**config.mk**
```make
export PLATFORM = sky130hd
export DESIGN_NAME = mcu_instruction_execute
export DESIGN_NICKNAME = d
export VERILOG_FILES = /design/src/exec_pkg.sv /design/src/alu_if.sv /design/src/exec_alu.sv /design/src/mcu_instruction_execute.sv
export SDC_FILE = /design/constraint.sdc
export NUM_CORES = 2
export LEC_CHECK = 0
export BUFFER_PORTS_ARGS = -buffer_cell sky130_fd_sc_hd__buf_2
export CELL_PAD_IN_SITES_DETAIL_PLACEMENT = 0
export CELL_PAD_IN_SITES_GLOBAL_PLACEMENT = 2
export CORE_MARGIN = 2
export CORE_UTILIZATION = 37
export CTS_CLUSTER_DIAMETER = 150
export CTS_CLUSTER_SIZE = 8
export DETAILED_ROUTE_END_ITERATION = 7
export HOLD_SLACK_MARGIN = 0.03
export PLACE_DENSITY = 0.86
export SLEW_MARGIN = 20
export SYNTH_ARGS = -nofsm -noshare
export SYNTH_HDL_FRONTEND = slang
export SYNTH_SLANG_ARGS = --single-unit
```
**constraint.sdc**
```tcl
create_clock -name pclk -period 4.4 [get_ports pclk]
set_input_delay 1.1 -clock pclk [delete_from_list [all_inputs] [get_ports pclk]]
set_output_delay 1.1 -clock pclk [all_outputs]
set_load 0.1 [all_outputs]
```
**src/exec_pkg.sv**
```systemverilog
/*
 * Shared constants and types of the instruction execution block.
 * Assumes an APB bus with 32-bit data and byte addresses.
 */
package exec_pkg;

  // ****************************************
  // Sizes
  // ****************************************
  localparam int DATA_W = 8;
  localparam int PC_W = 10;
  localparam int FILE_DEPTH = 64;
  localparam int FADDR_W = 6;
  localparam int STACK_DEPTH = 8;
  localparam int SP_W = 3;
  localparam int WDT_W = 8;
  localparam int PRESC_W = 8;

  // ****************************************
  // Register offsets
  // ****************************************
  localparam logic [7:0] ADDR_INSTR = 8'h00;
  localparam logic [7:0] ADDR_ACC = 8'h04;
  localparam logic [7:0] ADDR_STATUS = 8'h08;
  localparam logic [7:0] ADDR_PC = 8'h0c;
  localparam logic [7:0] ADDR_HIGH = 8'h10;
  localparam logic [7:0] ADDR_WDT = 8'h14;
  localparam logic [7:0] ADDR_FSEL = 8'h18;
  localparam logic [7:0] ADDR_FDATA = 8'h1c;
  localparam logic [7:0] ADDR_STACK = 8'h20;

  // ****************************************
  // Field positions
  // ****************************************
  localparam int INSTR_IMM_LSB = 0;
  localparam int INSTR_FADDR_LSB = 8;
  localparam int INSTR_BIT_LSB = 16;
  localparam int INSTR_DEST_BIT = 19;
  localparam int INSTR_OPC_LSB = 24;
  localparam int ST_Z = 0;
  localparam int ST_DC = 1;
  localparam int ST_C = 2;
  localparam int ST_PD_N = 3;
  localparam int ST_TO_N = 4;
  localparam int ST_SKIP = 5;
  localparam int ST_BUSY = 6;
  localparam int HIGH_TABLE_HIGH_POINTER_LSB = 8;
  localparam int WDT_PRESC_LSB = 8;
  localparam int WDT_ASSIGN_BIT = 16;

  // ****************************************
  // Reset values
  // ****************************************
  localparam logic RST_TO_N = 1'b1;
  localparam logic RST_PD_N = 1'b1;
  localparam logic [PC_W-1:0] RST_PC = 10'h000;

  typedef enum logic [4:0] {
    NOP_OP, AND_IMMEDIATE_OP, BIT_CLEAR_OP, BIT_SET_OP, SKIP_IF_BIT_CLEAR_OP,
    SKIP_IF_BIT_SET_OP, CALL_OP, CALL_BY_ACCUMULATOR_OP, CLEAR_ACCUMULATOR_OP,
    CLEAR_REGISTER_OP, WATCHDOG_CLEAR_OP, COMPLEMENT_OP, COMPARE_OP,
    DECIMAL_ADJUST_OP, DECREMENT_OP, DECREMENT_SKIP_ZERO_OP, ADD_IMMEDIATE_OP
  } opcode_t;

  typedef enum logic [1:0] {PH_IDLE, PH_CALL} phase_t;

endpackage : exec_pkg

```
**src/alu_if.sv**
```systemverilog
/*
 * Carrier between the execution core and its data path.
 * Assumes both ends share the core clock.
 */
`timescale 1ns/1ps
interface alu_if;
  import exec_pkg::*;
  opcode_t op;
  logic [DATA_W-1:0] acc;
  logic [DATA_W-1:0] fval;
  logic [DATA_W-1:0] imm;
  logic [2:0] bsel;
  logic c_in;
  logic dc_in;
  logic [DATA_W-1:0] res;
  logic z_out;
  logic c_out;
  logic dc_out;
  logic upd_z;
  logic upd_c;
  logic upd_dc;
  logic wr_acc;
  logic wr_file;
  logic skip;
  logic dest;
  modport core (output op, acc, fval, imm, bsel, c_in, dc_in, dest,
                input res, z_out, c_out, dc_out, upd_z, upd_c, upd_dc, wr_acc, wr_file, skip);
  modport alu (input op, acc, fval, imm, bsel, c_in, dc_in, dest,
               output res, z_out, c_out, dc_out, upd_z, upd_c, upd_dc, wr_acc, wr_file, skip);
endinterface : alu_if

```
**src/exec_alu.sv**
```systemverilog
/*
 * Combinational data path: results, flag updates and skip decisions.
 * Assumes the core registers every result it takes.
 */
`timescale 1ns/1ps
module exec_alu
  import exec_pkg::*;
(
  alu_if.alu a
);

  logic [DATA_W:0] sum;
  logic [DATA_W-1:0] mask;
  logic [DATA_W:0] adj;

  always_comb begin
    mask = 8'h01 << a.bsel;
    sum = 9'h000;
    adj = 9'h000;
    a.res = a.acc;
    a.c_out = a.c_in;
    a.dc_out = a.dc_in;
    a.upd_z = 1'b0;
    a.upd_c = 1'b0;
    a.upd_dc = 1'b0;
    a.wr_acc = 1'b0;
    a.wr_file = 1'b0;
    a.skip = 1'b0;
    case (a.op)
      AND_IMMEDIATE_OP: begin
        a.res = a.acc & a.imm; // RULE1
        a.wr_acc = 1'b1;
        a.upd_z = 1'b1;
      end
      BIT_CLEAR_OP: begin
        a.res = a.fval & ~mask; // RULE2
        a.wr_file = 1'b1;
      end
      BIT_SET_OP: begin
        a.res = a.fval | mask; // RULE3
        a.wr_file = 1'b1;
      end
      SKIP_IF_BIT_CLEAR_OP: a.skip = ~a.fval[a.bsel]; // RULE4
      SKIP_IF_BIT_SET_OP: a.skip = a.fval[a.bsel]; // RULE5
      CLEAR_ACCUMULATOR_OP, CLEAR_REGISTER_OP: begin
        a.res = 8'h00; // RULE9
        a.wr_acc = (a.op == CLEAR_ACCUMULATOR_OP);
        a.wr_file = (a.op == CLEAR_REGISTER_OP);
        a.upd_z = 1'b1;
      end
      COMPLEMENT_OP: begin
        a.res = ~a.fval; // RULE11
        a.wr_acc = ~a.dest;
        a.wr_file = a.dest;
        a.upd_z = 1'b1;
      end
      COMPARE_OP: begin
        // Result only feeds flags; no write strobe is raised
        sum = {1'b0, a.fval} + {1'b0, ~a.acc} + 9'h001; // RULE12
        a.res = sum[DATA_W-1:0];
        a.c_out = sum[DATA_W]; // RULE16
        a.upd_z = 1'b1;
        a.upd_c = 1'b1;
      end
      DECIMAL_ADJUST_OP: begin
        adj = {1'b0, a.acc};
        if (a.dc_in || (a.acc[3:0] > 4'h9)) begin
          adj = adj + 9'h006;
        end
        if (a.c_in || (adj[7:4] > 4'h9) || adj[DATA_W]) begin
          adj = adj + 9'h060;
        end
        a.res = adj[DATA_W-1:0]; // RULE13
        a.c_out = a.c_in | adj[DATA_W];
        a.wr_acc = 1'b1;
        a.upd_c = 1'b1;
      end
      DECREMENT_OP, DECREMENT_SKIP_ZERO_OP: begin
        a.res = a.fval - 8'h01; // RULE15
        a.wr_acc = ~a.dest;
        a.wr_file = a.dest;
        a.upd_z = (a.op == DECREMENT_OP);
        a.skip = (a.op == DECREMENT_SKIP_ZERO_OP) && (a.fval == 8'h01); // RULE17
      end
      ADD_IMMEDIATE_OP: begin
        sum = {1'b0, a.acc} + {1'b0, a.imm};
        a.res = sum[DATA_W-1:0];
        a.c_out = sum[DATA_W]; // RULE16
        a.dc_out = ({1'b0, a.acc[3:0]} + {1'b0, a.imm[3:0]}) > 5'h0f;
        a.wr_acc = 1'b1;
        a.upd_z = 1'b1;
        a.upd_c = 1'b1;
        a.upd_dc = 1'b1;
      end
      default: a.res = a.acc;
    endcase
    a.z_out = (a.res == 8'h00);
  end

endmodule : exec_alu

```
**src/mcu_instruction_execute.sv**
```systemverilog
/*
 * Instruction execution core reached over APB: software writes an
 * instruction word, the core executes it against its own accumulator,
 * file registers, program counter, stack and watchdog.
 * Assumes pclk at 50 MHz and a single APB master.
 */
`timescale 1ns/1ps

// Function
// RULE1: AND immediate into accumulator, zero flag, one cycle
// RULE2: Bit clear in file register, flags kept
// RULE3: Bit set in file register, flags kept
// RULE4: Skip next when tested bit is zero
// RULE5: Skip next when tested bit is one
// RULE6: Skipped instruction becomes NOP, two cycles total
// RULE7: Direct call pushes PC+1, loads buffer and immediate
// RULE8: Accumulator call pushes PC+1, loads pointer and accumulator
// RULE9: Clear accumulator or register, set zero flag
// RULE10: Watchdog clear zeroes counters, sets both status bits; a timeout in the same cycle still clears to_n here
// RULE11: Complement register to chosen destination, zero flag
// RULE12: Compare register minus accumulator, zero and carry
// RULE13: Decimal adjust accumulator, carry flag only
// RULE14: Software places adjust right after addition
// RULE15: Decrement register to chosen destination, zero flag
// RULE16: Carry means add carry or no borrow
// RULE17: Decrement, skip on zero result, flags kept
module mcu_instruction_execute
  import exec_pkg::*;
(
  input wire logic pclk,
  input wire logic presetn,
  input wire logic psel,
  input wire logic penable,
  input wire logic pwrite,
  input wire logic [7:0] paddr,
  input wire logic [31:0] pwdata,
  input wire logic [3:0] pstrb,
  output logic pready,
  output logic [31:0] prdata,
  output logic pslverr
);

  // ****************************************
  // State
  // ****************************************
  typedef struct packed {
    logic [DATA_W-1:0] acc;
    logic z;
    logic dc;
    logic c;
    logic to_n;
    logic pd_n;
    logic skip_pending;
    phase_t phase;
    logic [PC_W-1:0] pc;
    logic [PC_W-1:0] call_target;
    logic [DATA_W-1:0] pc_high_buffer;
    logic [DATA_W-1:0] table_high_pointer;
    logic [STACK_DEPTH-1:0][PC_W-1:0] stack;
    logic [SP_W-1:0] sp;
    logic [FILE_DEPTH-1:0][DATA_W-1:0] files;
    logic [FADDR_W-1:0] file_sel;
    logic [31:0] instr;
    logic [WDT_W-1:0] wdt;
    logic [PRESC_W-1:0] presc;
    logic presc_to_wdt;
    logic pready;
    logic [31:0] prdata;
    logic pslverr;
  } state_t;

  state_t s_q;
  state_t s_d;

  alu_if a ();

  exec_alu u_alu (
    .a(a.alu)
  );

  // ****************************************
  // Decode helpers
  // ****************************************
  function automatic logic known_addr(input logic [7:0] addr);
    case (addr)
      ADDR_INSTR, ADDR_ACC, ADDR_STATUS, ADDR_PC, ADDR_HIGH,
      ADDR_WDT, ADDR_FSEL, ADDR_FDATA, ADDR_STACK: known_addr = 1'b1;
      default: known_addr = 1'b0;
    endcase
  endfunction : known_addr

  function automatic logic [31:0] byte_merge(input logic [31:0] old_v, input logic [31:0] new_v,
                                             input logic [3:0] strb);
    for (int i = 0; i < 4; i++) begin
      byte_merge[i*8 +: 8] = strb[i] ? new_v[i*8 +: 8] : old_v[i*8 +: 8];
    end
  endfunction : byte_merge

  logic busy;
  logic access;
  logic instr_wr;
  logic commit;
  logic [31:0] rd_val;
  logic [31:0] wr_val;
  logic [31:0] instr_word;
  opcode_t op_eff;
  logic [FADDR_W-1:0] faddr;
  logic [PC_W-1:0] pc_next;

  assign busy = (s_q.phase != PH_IDLE);
  assign access = psel & penable;
  assign instr_wr = pwrite && (paddr == ADDR_INSTR);
  // A second instruction waits while a two-cycle call is still running
  assign commit = access & s_q.pready;
  assign instr_word = byte_merge(s_q.instr, pwdata, pstrb);
  assign faddr = instr_word[INSTR_FADDR_LSB +: FADDR_W];
  assign pc_next = s_q.pc + 10'h001;

  // ****************************************
  // Read mux
  // ****************************************
  always_comb begin
    rd_val = 32'h0000_0000;
    case (paddr)
      ADDR_INSTR: rd_val = s_q.instr;
      ADDR_ACC: rd_val[DATA_W-1:0] = s_q.acc;
      ADDR_STATUS: begin
        rd_val[ST_Z] = s_q.z;
        rd_val[ST_DC] = s_q.dc;
        rd_val[ST_C] = s_q.c;
        rd_val[ST_PD_N] = s_q.pd_n;
        rd_val[ST_TO_N] = s_q.to_n;
        rd_val[ST_SKIP] = s_q.skip_pending;
        rd_val[ST_BUSY] = busy;
      end
      ADDR_PC: rd_val[PC_W-1:0] = s_q.pc;
      ADDR_HIGH: begin
        rd_val[DATA_W-1:0] = s_q.pc_high_buffer;
        rd_val[HIGH_TABLE_HIGH_POINTER_LSB +: DATA_W] = s_q.table_high_pointer;
      end
      ADDR_WDT: begin
        rd_val[WDT_W-1:0] = s_q.wdt;
        rd_val[WDT_PRESC_LSB +: PRESC_W] = s_q.presc;
        rd_val[WDT_ASSIGN_BIT] = s_q.presc_to_wdt;
      end
      ADDR_FSEL: rd_val[FADDR_W-1:0] = s_q.file_sel;
      ADDR_FDATA: rd_val[DATA_W-1:0] = s_q.files[s_q.file_sel];
      ADDR_STACK: rd_val[SP_W-1:0] = s_q.sp;
      default: rd_val = 32'h0000_0000;
    endcase
  end

  // ****************************************
  // Data path hookup
  // ****************************************
  always_comb begin
    // A skipped instruction is replaced by a NOP
    op_eff = s_q.skip_pending ? NOP_OP : opcode_t'(instr_word[INSTR_OPC_LSB +: 5]); // RULE6
    a.op = op_eff;
    a.acc = s_q.acc;
    a.fval = s_q.files[faddr];
    a.imm = instr_word[INSTR_IMM_LSB +: DATA_W];
    a.bsel = instr_word[INSTR_BIT_LSB +: 3];
    a.dest = instr_word[INSTR_DEST_BIT];
    a.c_in = s_q.c;
    a.dc_in = s_q.dc;
  end

  // ****************************************
  // Next state
  // ****************************************
  always_comb begin
    s_d = s_q;
    wr_val = byte_merge(32'h0000_0000, pwdata, pstrb);

    // Bus handshake: one wait state, more for an instruction write while a call finishes
    s_d.pready = access && !s_q.pready && !(instr_wr && busy);
    s_d.pslverr = access && !s_q.pready && !known_addr(paddr);
    if (access && !s_q.pready) begin
      s_d.prdata = pwrite ? 32'h0000_0000 : rd_val;
    end

    // Watchdog free run; prescaler only paces it when assigned
    if (s_q.presc_to_wdt) begin
      s_d.presc = s_q.presc + 8'h01;
    end
    if (!s_q.presc_to_wdt || (s_q.presc == '1)) begin
      s_d.wdt = s_q.wdt + 8'h01;
    end

    // Second cycle of a call loads the target
    if (s_q.phase == PH_CALL) begin
      s_d.pc = s_q.call_target; // RULE7 RULE8
      s_d.phase = PH_IDLE;
    end

    if (commit && pwrite && known_addr(paddr)) begin
      case (paddr)
        ADDR_INSTR: begin
          s_d.instr = instr_word;
          s_d.skip_pending = a.skip; // RULE4 RULE5 RULE17
          s_d.pc = pc_next;
          if (a.wr_acc) begin
            s_d.acc = a.res;
          end
          if (a.wr_file) begin
            s_d.files[faddr] = a.res;
          end
          if (a.upd_z) begin
            s_d.z = a.z_out; // RULE1 RULE9 RULE11 RULE12 RULE15
          end
          if (a.upd_c) begin
            s_d.c = a.c_out; // RULE12 RULE13 RULE16
          end
          if (a.upd_dc) begin
            s_d.dc = a.dc_out;
          end
          case (op_eff)
            CALL_OP, CALL_BY_ACCUMULATOR_OP: begin
              s_d.stack[s_q.sp] = pc_next; // RULE7 RULE8
              s_d.sp = s_q.sp + 3'h1;
              s_d.phase = PH_CALL;
              if (op_eff == CALL_OP) begin
                s_d.call_target = {s_q.pc_high_buffer[1:0], a.imm}; // RULE7
              end else begin
                s_d.call_target = {s_q.table_high_pointer[1:0], s_q.acc}; // RULE8
              end
            end
            WATCHDOG_CLEAR_OP: begin
              s_d.wdt = 8'h00; // RULE10
              if (s_q.presc_to_wdt) begin
                s_d.presc = 8'h00;
              end
              s_d.to_n = 1'b1;
              s_d.pd_n = 1'b1;
            end
            default: s_d.phase = s_d.phase;
          endcase
        end
        ADDR_ACC: s_d.acc = wr_val[DATA_W-1:0];
        ADDR_STATUS: begin
          s_d.z = wr_val[ST_Z];
          s_d.dc = wr_val[ST_DC];
          s_d.c = wr_val[ST_C];
        end
        ADDR_PC: s_d.pc = wr_val[PC_W-1:0];
        ADDR_HIGH: begin
          s_d.pc_high_buffer = wr_val[DATA_W-1:0];
          s_d.table_high_pointer = wr_val[HIGH_TABLE_HIGH_POINTER_LSB +: DATA_W];
        end
        ADDR_WDT: s_d.presc_to_wdt = wr_val[WDT_ASSIGN_BIT];
        ADDR_FSEL: s_d.file_sel = wr_val[FADDR_W-1:0];
        ADDR_FDATA: s_d.files[s_q.file_sel] = wr_val[DATA_W-1:0];
        default: s_d.acc = s_d.acc;
      endcase
    end

    // Timeout event wins over a clear in the same cycle
    if ((s_q.wdt == '1) && (s_d.wdt == 8'h00) && !(s_q.presc_to_wdt && (s_q.presc != '1))) begin
      s_d.to_n = 1'b0;
    end
  end

  // ****************************************
  // Registers
  // ****************************************
  always_ff @(posedge pclk or negedge presetn) begin
    if (!presetn) begin
      s_q <= '0;
      s_q.to_n <= RST_TO_N;
      s_q.pd_n <= RST_PD_N;
      s_q.pc <= RST_PC;
      s_q.phase <= PH_IDLE;
    end else begin
      s_q <= s_d;
    end
  end

  assign pready = s_q.pready;
  assign prdata = s_q.prdata;
  assign pslverr = s_q.pslverr;

endmodule : mcu_instruction_execute

```
== Word level (Yosys, flattened, before mapping) ==
Index checks and enable logic that the tools add are counted.

* Add/sub/neg operators: 11
* Magnitude comparators: 10
* Equality and inequality tests: 36
* Shift-type cells: 1
* Muxes and demuxes: 74
* Bitwise gates (word level): 11
* Reductions and logical operators: 56

{| class="wikitable"
|+ Operator list
! operator !! number
|-
| 512-bit bitwise mux || 2
|-
| 512-bit case mux with 2 select lines || 1
|-
| 691-bit 2-to-1 mux || 1
|-
| 512-bit 2-to-1 mux || 1
|-
| 83-bit 2-to-1 mux || 2
|-
| 8-bit 2-to-1 mux || 14
|-
| 8-bit binary-select mux with 6-bit select || 2
|-
| 8-bit demux with 6-bit select || 2
|-
| 80-bit bitwise mux || 1
|-
| 8-bit case mux with 9 select lines || 1
|-
| 48-bit 2-to-1 mux || 1
|-
| 5-bit by 4-bit equality test with 1-bit output, second input constant || 8
|-
| 10-bit 2-to-1 mux || 4
|-
| 9-bit 2-to-1 mux || 4
|-
| 8-bit by 5-bit equality test with 1-bit output, second input constant || 4
|-
| 16-bit 2-to-1 mux || 2
|-
| 32-bit 2-to-1 mux || 1
|-
| 10-bit demux with 3-bit select || 1
|-
| 3-bit case mux with 9 select lines || 1
|-
| 8-bit logical NOT || 3
|-
| 8-bit NOT || 3
|-
| 3-bit case mux with 8 select lines || 1
|-
| 3-bit AND reduction || 8
|-
| 5-bit by 3-bit equality test with 1-bit output, second input constant || 4
|-
| 60 further kinds || 127
|}

* Flip-flop bits (word level): 735
* Input bits: 49
* Output and inout bits: 34
* Logic and storage cells: 294

== Longest topological paths before layout ==
* Depth in word-level cells: 19
* Gate-level depth with buffers: 26
* Depth with buffers taken out: 19

== Modules after synthesis ==
From an unflattened synthesis, not the netlist that was laid out.

* Cell total of the unflattened synthesis: 4028
* Area total of the unflattened synthesis: 41304.6 um^2

{| class="wikitable"
|+ Modules (own cells, without submodules)
! module !! instances !! cells an instance !! area an instance (um^2) !! seq. area each (um^2)
|-
| mcu_instruction_execute || 1 || 3751 || 39399.0 || 16392.0
|-
| exec_alu || 1 || 277 || 1905.6 || 0.0
|}

== Worst setup path before layout ==
OpenSTA, ideal clock, no wires.

* Path kind: input -> register
* From: input pstrb[1]
* To: register (tool-made name)
* Setup time: 0.119 ns
* Arrival: 5.348 ns
* Data required time: 4.281 ns
* Slack: -1.066 ns
* Cell stages on the path: 25
* Buffers on the path: 6
* Cell sequence: buf_6 -> buf_6 -> mux2i_4 -> buf_2 -> clkbuf_1 -> o31ai_1 -> a31oi_1 -> nor3_1 -> nor4_1 -> nand4_1 -> inv_1 -> ha_1 -> nor2b_1 -> o21ai_0 -> a21boi_0 -> o21ai_0 -> nand2_1 -> xor2_1 -> a221oi_1 -> a31oi_1 -> a211oi_2 -> buf_2 -> buf_2 -> o221ai_1 -> o21a_1

{| class="wikitable"
|+ RTL lines
! element !! line !! text
|-
| from (decl) || mcu_instruction_execute.sv:37 || <nowiki>input wire logic [3:0] pstrb,</nowiki>
|}

==> results_tabular.tex <==
\begin{tabular}{lr}
\hline
Metric & Value \\
\hline
\multicolumn{2}{l}{\textbf{Route}} \\
Drt via density & 6.88 \\
Post-detailed-route DRC marker count & 0 \\
Routed vias & 47827 \\
Remaining number of nets flagged by the antenna check after routing & 0 \\
Post-Route WL & 250000 µm \\
Total iterations of the first detailed-routing run & 8 \\
Average detailed-routed wire length per instance & 35.9 µm \\
Iteration-0 DRC Markers & 7165 \\
\multicolumn{2}{l}{\textbf{Timing}} \\
Number of slew-limit violations in the final report & 0 \\
Time the worst path needs with I/O delays and setup & 5.35 ns \\
Share of the clock period used by the worst path after layout & 122\% \\
Relative max-transition margin & 14.5\% \\
Finish-stage setup viols & 459 \\
Fmax & 187 MHz \\
Final-layout worst hold slack & 0.453 ns \\
Final Skew & 0.0701 ns \\
Setup repair after global routing missed its margin & true \\
Tightest Pin Transition & 1.28 ns \\
Sum of negative setup slack & -276.54 ns \\
Final setup margin & -0.946 ns \\
Final Hold Fails & 0 \\
\multicolumn{2}{l}{\textbf{Worst setup path}} \\
Crit-path leading delay family & compound AO/OA/AOI/OAI gates \\
Startpoint of the worst-slack reg-to-reg timing path & s\_q[59]\$\_DFFE\_PN0P\_ \\
Critical path data arrival time & 5.93 ns \\
Critical path launch point type & input port \\
Number of cells on the critical path & 24 \\
Critical Setup Path Class & in2reg \\
CP Capture Type & flop \\
Buffer and inverter count on the worst path & 8 \\
Crit-path slowest cell & sky130\_fd\_sc\_hd\_\_or4\_4 \\
Most repeated library cell on the critical path & sky130\_fd\_sc\_hd\_\_buf\_12 \\
Worst Reg-to-Reg Cells & 21 \\
Chain of cells forming the critical path & buf\_16, buf\_12, buf\_12, or3b\_4, buf\_6, buf\_12, a21oi\_1, o41ai\_2, a21oi\_1, or4\_4, or4b\_4, inv\_4, ha\_4, a21boi\_1, o21ai\_1, nand2b\_1, xor2\_1, a211oi\_2, a31oi\_1, a311o\_2, buf\_12, clkbuf\_16, a22oi\_2, a21oi\_1 \\
Crit. Startpoint & pstrb[1] \\
Worst Path Max Fanout & 10 \\
R2R setup slack & -0.87 ns \\
Worst Path Required & 4.98 ns \\
Slowest Stage Delay on Critical Path & 0.60 ns \\
\multicolumn{2}{l}{\textbf{Synth}} \\
Syn nets & 4816 \\
Synth Instances & 4739 \\
Largest cells by area after synthesis & sky130\_fd\_sc\_hd\_\_dfrtp\_1 (39\%), sky130\_fd\_sc\_hd\_\_a22oi\_1 (6.9\%), sky130\_fd\_sc\_hd\_\_o221ai\_1 (5.3\%) \\
Fraction of post-synthesis cell area in the top cell type by area & 39.3\% \\
Async set or reset register ratio after synthesis & 100\% \\
Number of flops mapped to enable cells by yosys & 0 \\
Flip-flop cell with the highest count after synthesis & sky130\_fd\_sc\_hd\_\_dfrtp\_1 \\
Unique masters post-synth & 97 \\
Post-Synthesis Mean Instance Area & 8.79 µm² \\
Number of storage elements in the synthesis netlist & 655 \\
Mapped cell area & 41600 µm² \\
Synth warnings & 0 \\
Library cell occupying the most area in the post-synthesis netlist & sky130\_fd\_sc\_hd\_\_dfrtp\_1 \\
Proportion of synthesized chip area in sequential cells & 39.4\% \\
\multicolumn{2}{l}{\textbf{Place}} \\
Placed Instance Area & 49900 µm² \\
Port Buffer Count & 82 \\
Final weighted congestion of routability-driven global placement & 1.06 \\
Detailed placer's ending HPWL & 172000 µm \\
Minimum setup slack after placement & -2.35 ns \\
\multicolumn{2}{l}{\textbf{Global route}} \\
Initial antenna violation count & 19 \\
Number of global-route vias before repair & 45084 \\
Largest net degree at the start of global routing & 87 \\
Sum of overflow across all layers after global routing & 0 \\
Global-route wire length before repair & 343000 µm \\
Combined global-route utilization of all metal layers & 41.2\% \\
\multicolumn{2}{l}{\textbf{Floorplan}} \\
Placeable core area & 112000 µm² \\
Die X & 339 µm \\
Count of standard-cell rows & 123 \\
Number of ports placed on the die boundary & 83 \\
DIE HEIGHT & 339 µm \\
Starting utilization of the core area & 37.2\% \\
Overall die area & 115000 µm² \\
\multicolumn{2}{l}{\textbf{CTS}} \\
CTS Buf Count & 91 \\
Clock latency of the later-clocked register in the worst-skew pair & 0.76 ns \\
CTS clock-pin slew for the worst setup and hold paths & 0.06 ns \\
Clock net sink count & 655 \\
Cts-stage hold buffer count & 0 \\
H-Tree Level Count & 3 \\
CTS tree & built \\
Clock Root Buffer & sky130\_fd\_sc\_hd\_\_clkbuf\_16 \\
Buffer levels on the longest clock path & 3 \\
\multicolumn{2}{l}{\textbf{Finish}} \\
Fraction of layout instances using a drive strength above 1 & 27.2\% \\
Finished layout cell area & 54900 µm² \\
Nets & 5507 \\
P\&R area growth vs syn & 31.8\% \\
\multicolumn{2}{l}{\textbf{Hold path}} \\
Hold Path Class & in2async \\
\multicolumn{2}{l}{\textbf{Status}} \\
Outcome & finished, violations left \\
Violated checks & negative setup slack \\
\multicolumn{2}{l}{\textbf{Flow run}} \\
Max-capacitance violation count & 0 \\
\multicolumn{2}{l}{\textbf{Power}} \\
Maximum vdd drop & 0.289 mV \\
Leakage power of the design & 0.0221 µW \\
Power Dens Cells & 279 nW/µm² \\
\hline
\end{tabular}
-- Yosys cell counts (all sizes together), types with 10 or more instances --
master	count
dfrtp	654
nor2	533
nand2	495
a21oi	434
a22oi	425
o221ai	288
clkbuf	259
o21a	258
buf	200
o21ai	142
mux2i	128
nand3	97
a31oi	86
a22o	81
a221oi	71
nor3	49
inv	40
o22ai	39
mux2	35
nor4	34
ha	26
xnor2	26
nand4	25
a32oi	20
a221o	18
and3	17
o211ai	16
nand3b	14
xor2	14
a21o	13
nor2b	13
o31ai	13
a211oi	11
and2	11
nor3b	10
or3	10
or3b	10
-- power by group --
part | switching, µW | leakage [µW] | internal (µW)
clock network | 3030 | 0.00122 | 3730
logic | 1550 | 0.0118 | 896
registers | 37.7 | 0.00904 | 6060
-- routing by layer --
layer,wire (µm),up-vias,track usage [%]
met2,103000,3733,60.0
met1,91700,23444,51.7
met3,32300,1102,12.9
li1,-,19530,-
met5,119,-,0
met4,22300,18,29.0
-- area by class of cell --
cell class              instances  area, µm²
diodes                          6       15.0
inverters                      40        155
repair buffers               1057       9690
multi-input cells            3585      24200
clock buffers                 106       2330
fillers                     10817      57200
well taps                    1500       1880
flip-flops and latches        655      16400
clock inverters                 7        200
-- layout by cell type (no fill, tap or decap), types with 14 or more instances in the layout --
cell type                   count
sky130_fd_sc_hd__dfrtp_1      654
sky130_fd_sc_hd__inv_1         36
sky130_fd_sc_hd__a22oi_2       64
sky130_fd_sc_hd__o21ai_0      118
sky130_fd_sc_hd__a22oi_1      361
sky130_fd_sc_hd__a32oi_1       18
sky130_fd_sc_hd__nor4_1        28
sky130_fd_sc_hd__a221oi_1      67
sky130_fd_sc_hd__buf_6         29
sky130_fd_sc_hd__clkbuf_16    107
sky130_fd_sc_hd__ha_1          20
sky130_fd_sc_hd__nand2_1      490
sky130_fd_sc_hd__o21ai_1       17
sky130_fd_sc_hd__mux2_2        28
sky130_fd_sc_hd__nand3_1       93
sky130_fd_sc_hd__o21a_1       258
sky130_fd_sc_hd__nand4_1       24
sky130_fd_sc_hd__clkbuf_1      15
sky130_fd_sc_hd__a22o_1        81
sky130_fd_sc_hd__and3_1        16
sky130_fd_sc_hd__o211ai_1      16
sky130_fd_sc_hd__mux2i_1      120
sky130_fd_sc_hd__a21oi_2       18
sky130_fd_sc_hd__xor2_1        14
sky130_fd_sc_hd__buf_16        16
sky130_fd_sc_hd__nor3_1        35
sky130_fd_sc_hd__o221ai_1     225
sky130_fd_sc_hd__buf_12        95
sky130_fd_sc_hd__a31oi_1       75
sky130_fd_sc_hd__nor2_1       521
sky130_fd_sc_hd__buf_4        817
sky130_fd_sc_hd__buf_2         79
sky130_fd_sc_hd__a21oi_1      414
sky130_fd_sc_hd__xnor2_1       26
sky130_fd_sc_hd__o221ai_2      59
sky130_fd_sc_hd__o22ai_1       39
sky130_fd_sc_hd__a221o_1       17
-- repair_timing --
action,in CTS,in global routing
endpoints found under the setup margin,523,517
resized for setup,137,133
buffers inserted,32,33
pin swaps,32,61
gates cloned,8,19
-- through the flow --
stage | power, µW | util (%) | instances
finish | 15300 | 49.0 | 6956
global route | 15600 | 49.0 | 6951
CTS | 15000 | 47.8 | 6902
detailed placement | 8100 | 44.5 | 6749
global placement | 8110 | 44.5 | 6749
floorplan | 6970 | - | 4739
-- cells by family (layout without fill, tap and decap cells) --
kind of cell | count (synthesis) | in the layout | share of synthesized area, %
buf+inv | 499 | 1210 | 5.47
simple gates | 1353 | 1353 | 14.1
flops | 655 | 655 | 39.4
fa+ha+maj | 28 | 28 | 0.877
xor+xnor | 40 | 40 | 0.841
compound gates | 1999 | 1999 | 35.2
mux | 165 | 165 | 4.22
other cells | 0 | 6 | 0
-- worst min path at each step --
stage | depth (start not counted) | to | startpoint
after floorplan | 1 | s_q[603]$_DFFE_PN0P_ | s_q[603]$_DFFE_PN0P_
after global routing | 1 | s_q[56]$_DFFE_PN0P_ | presetn
after CTS | 1 | s_q[56]$_DFFE_PN0P_ | presetn
after global placement | 2 | prdata[6]$_DFFE_PN0P_ | prdata[6]$_DFFE_PN0P_
after detailed placement | 2 | prdata[16]$_DFFE_PN0P_ | prdata[16]$_DFFE_PN0P_
final | 1 | s_q[56]$_DFFE_PN0P_ | presetn
(Power assumes the default switching activity.)
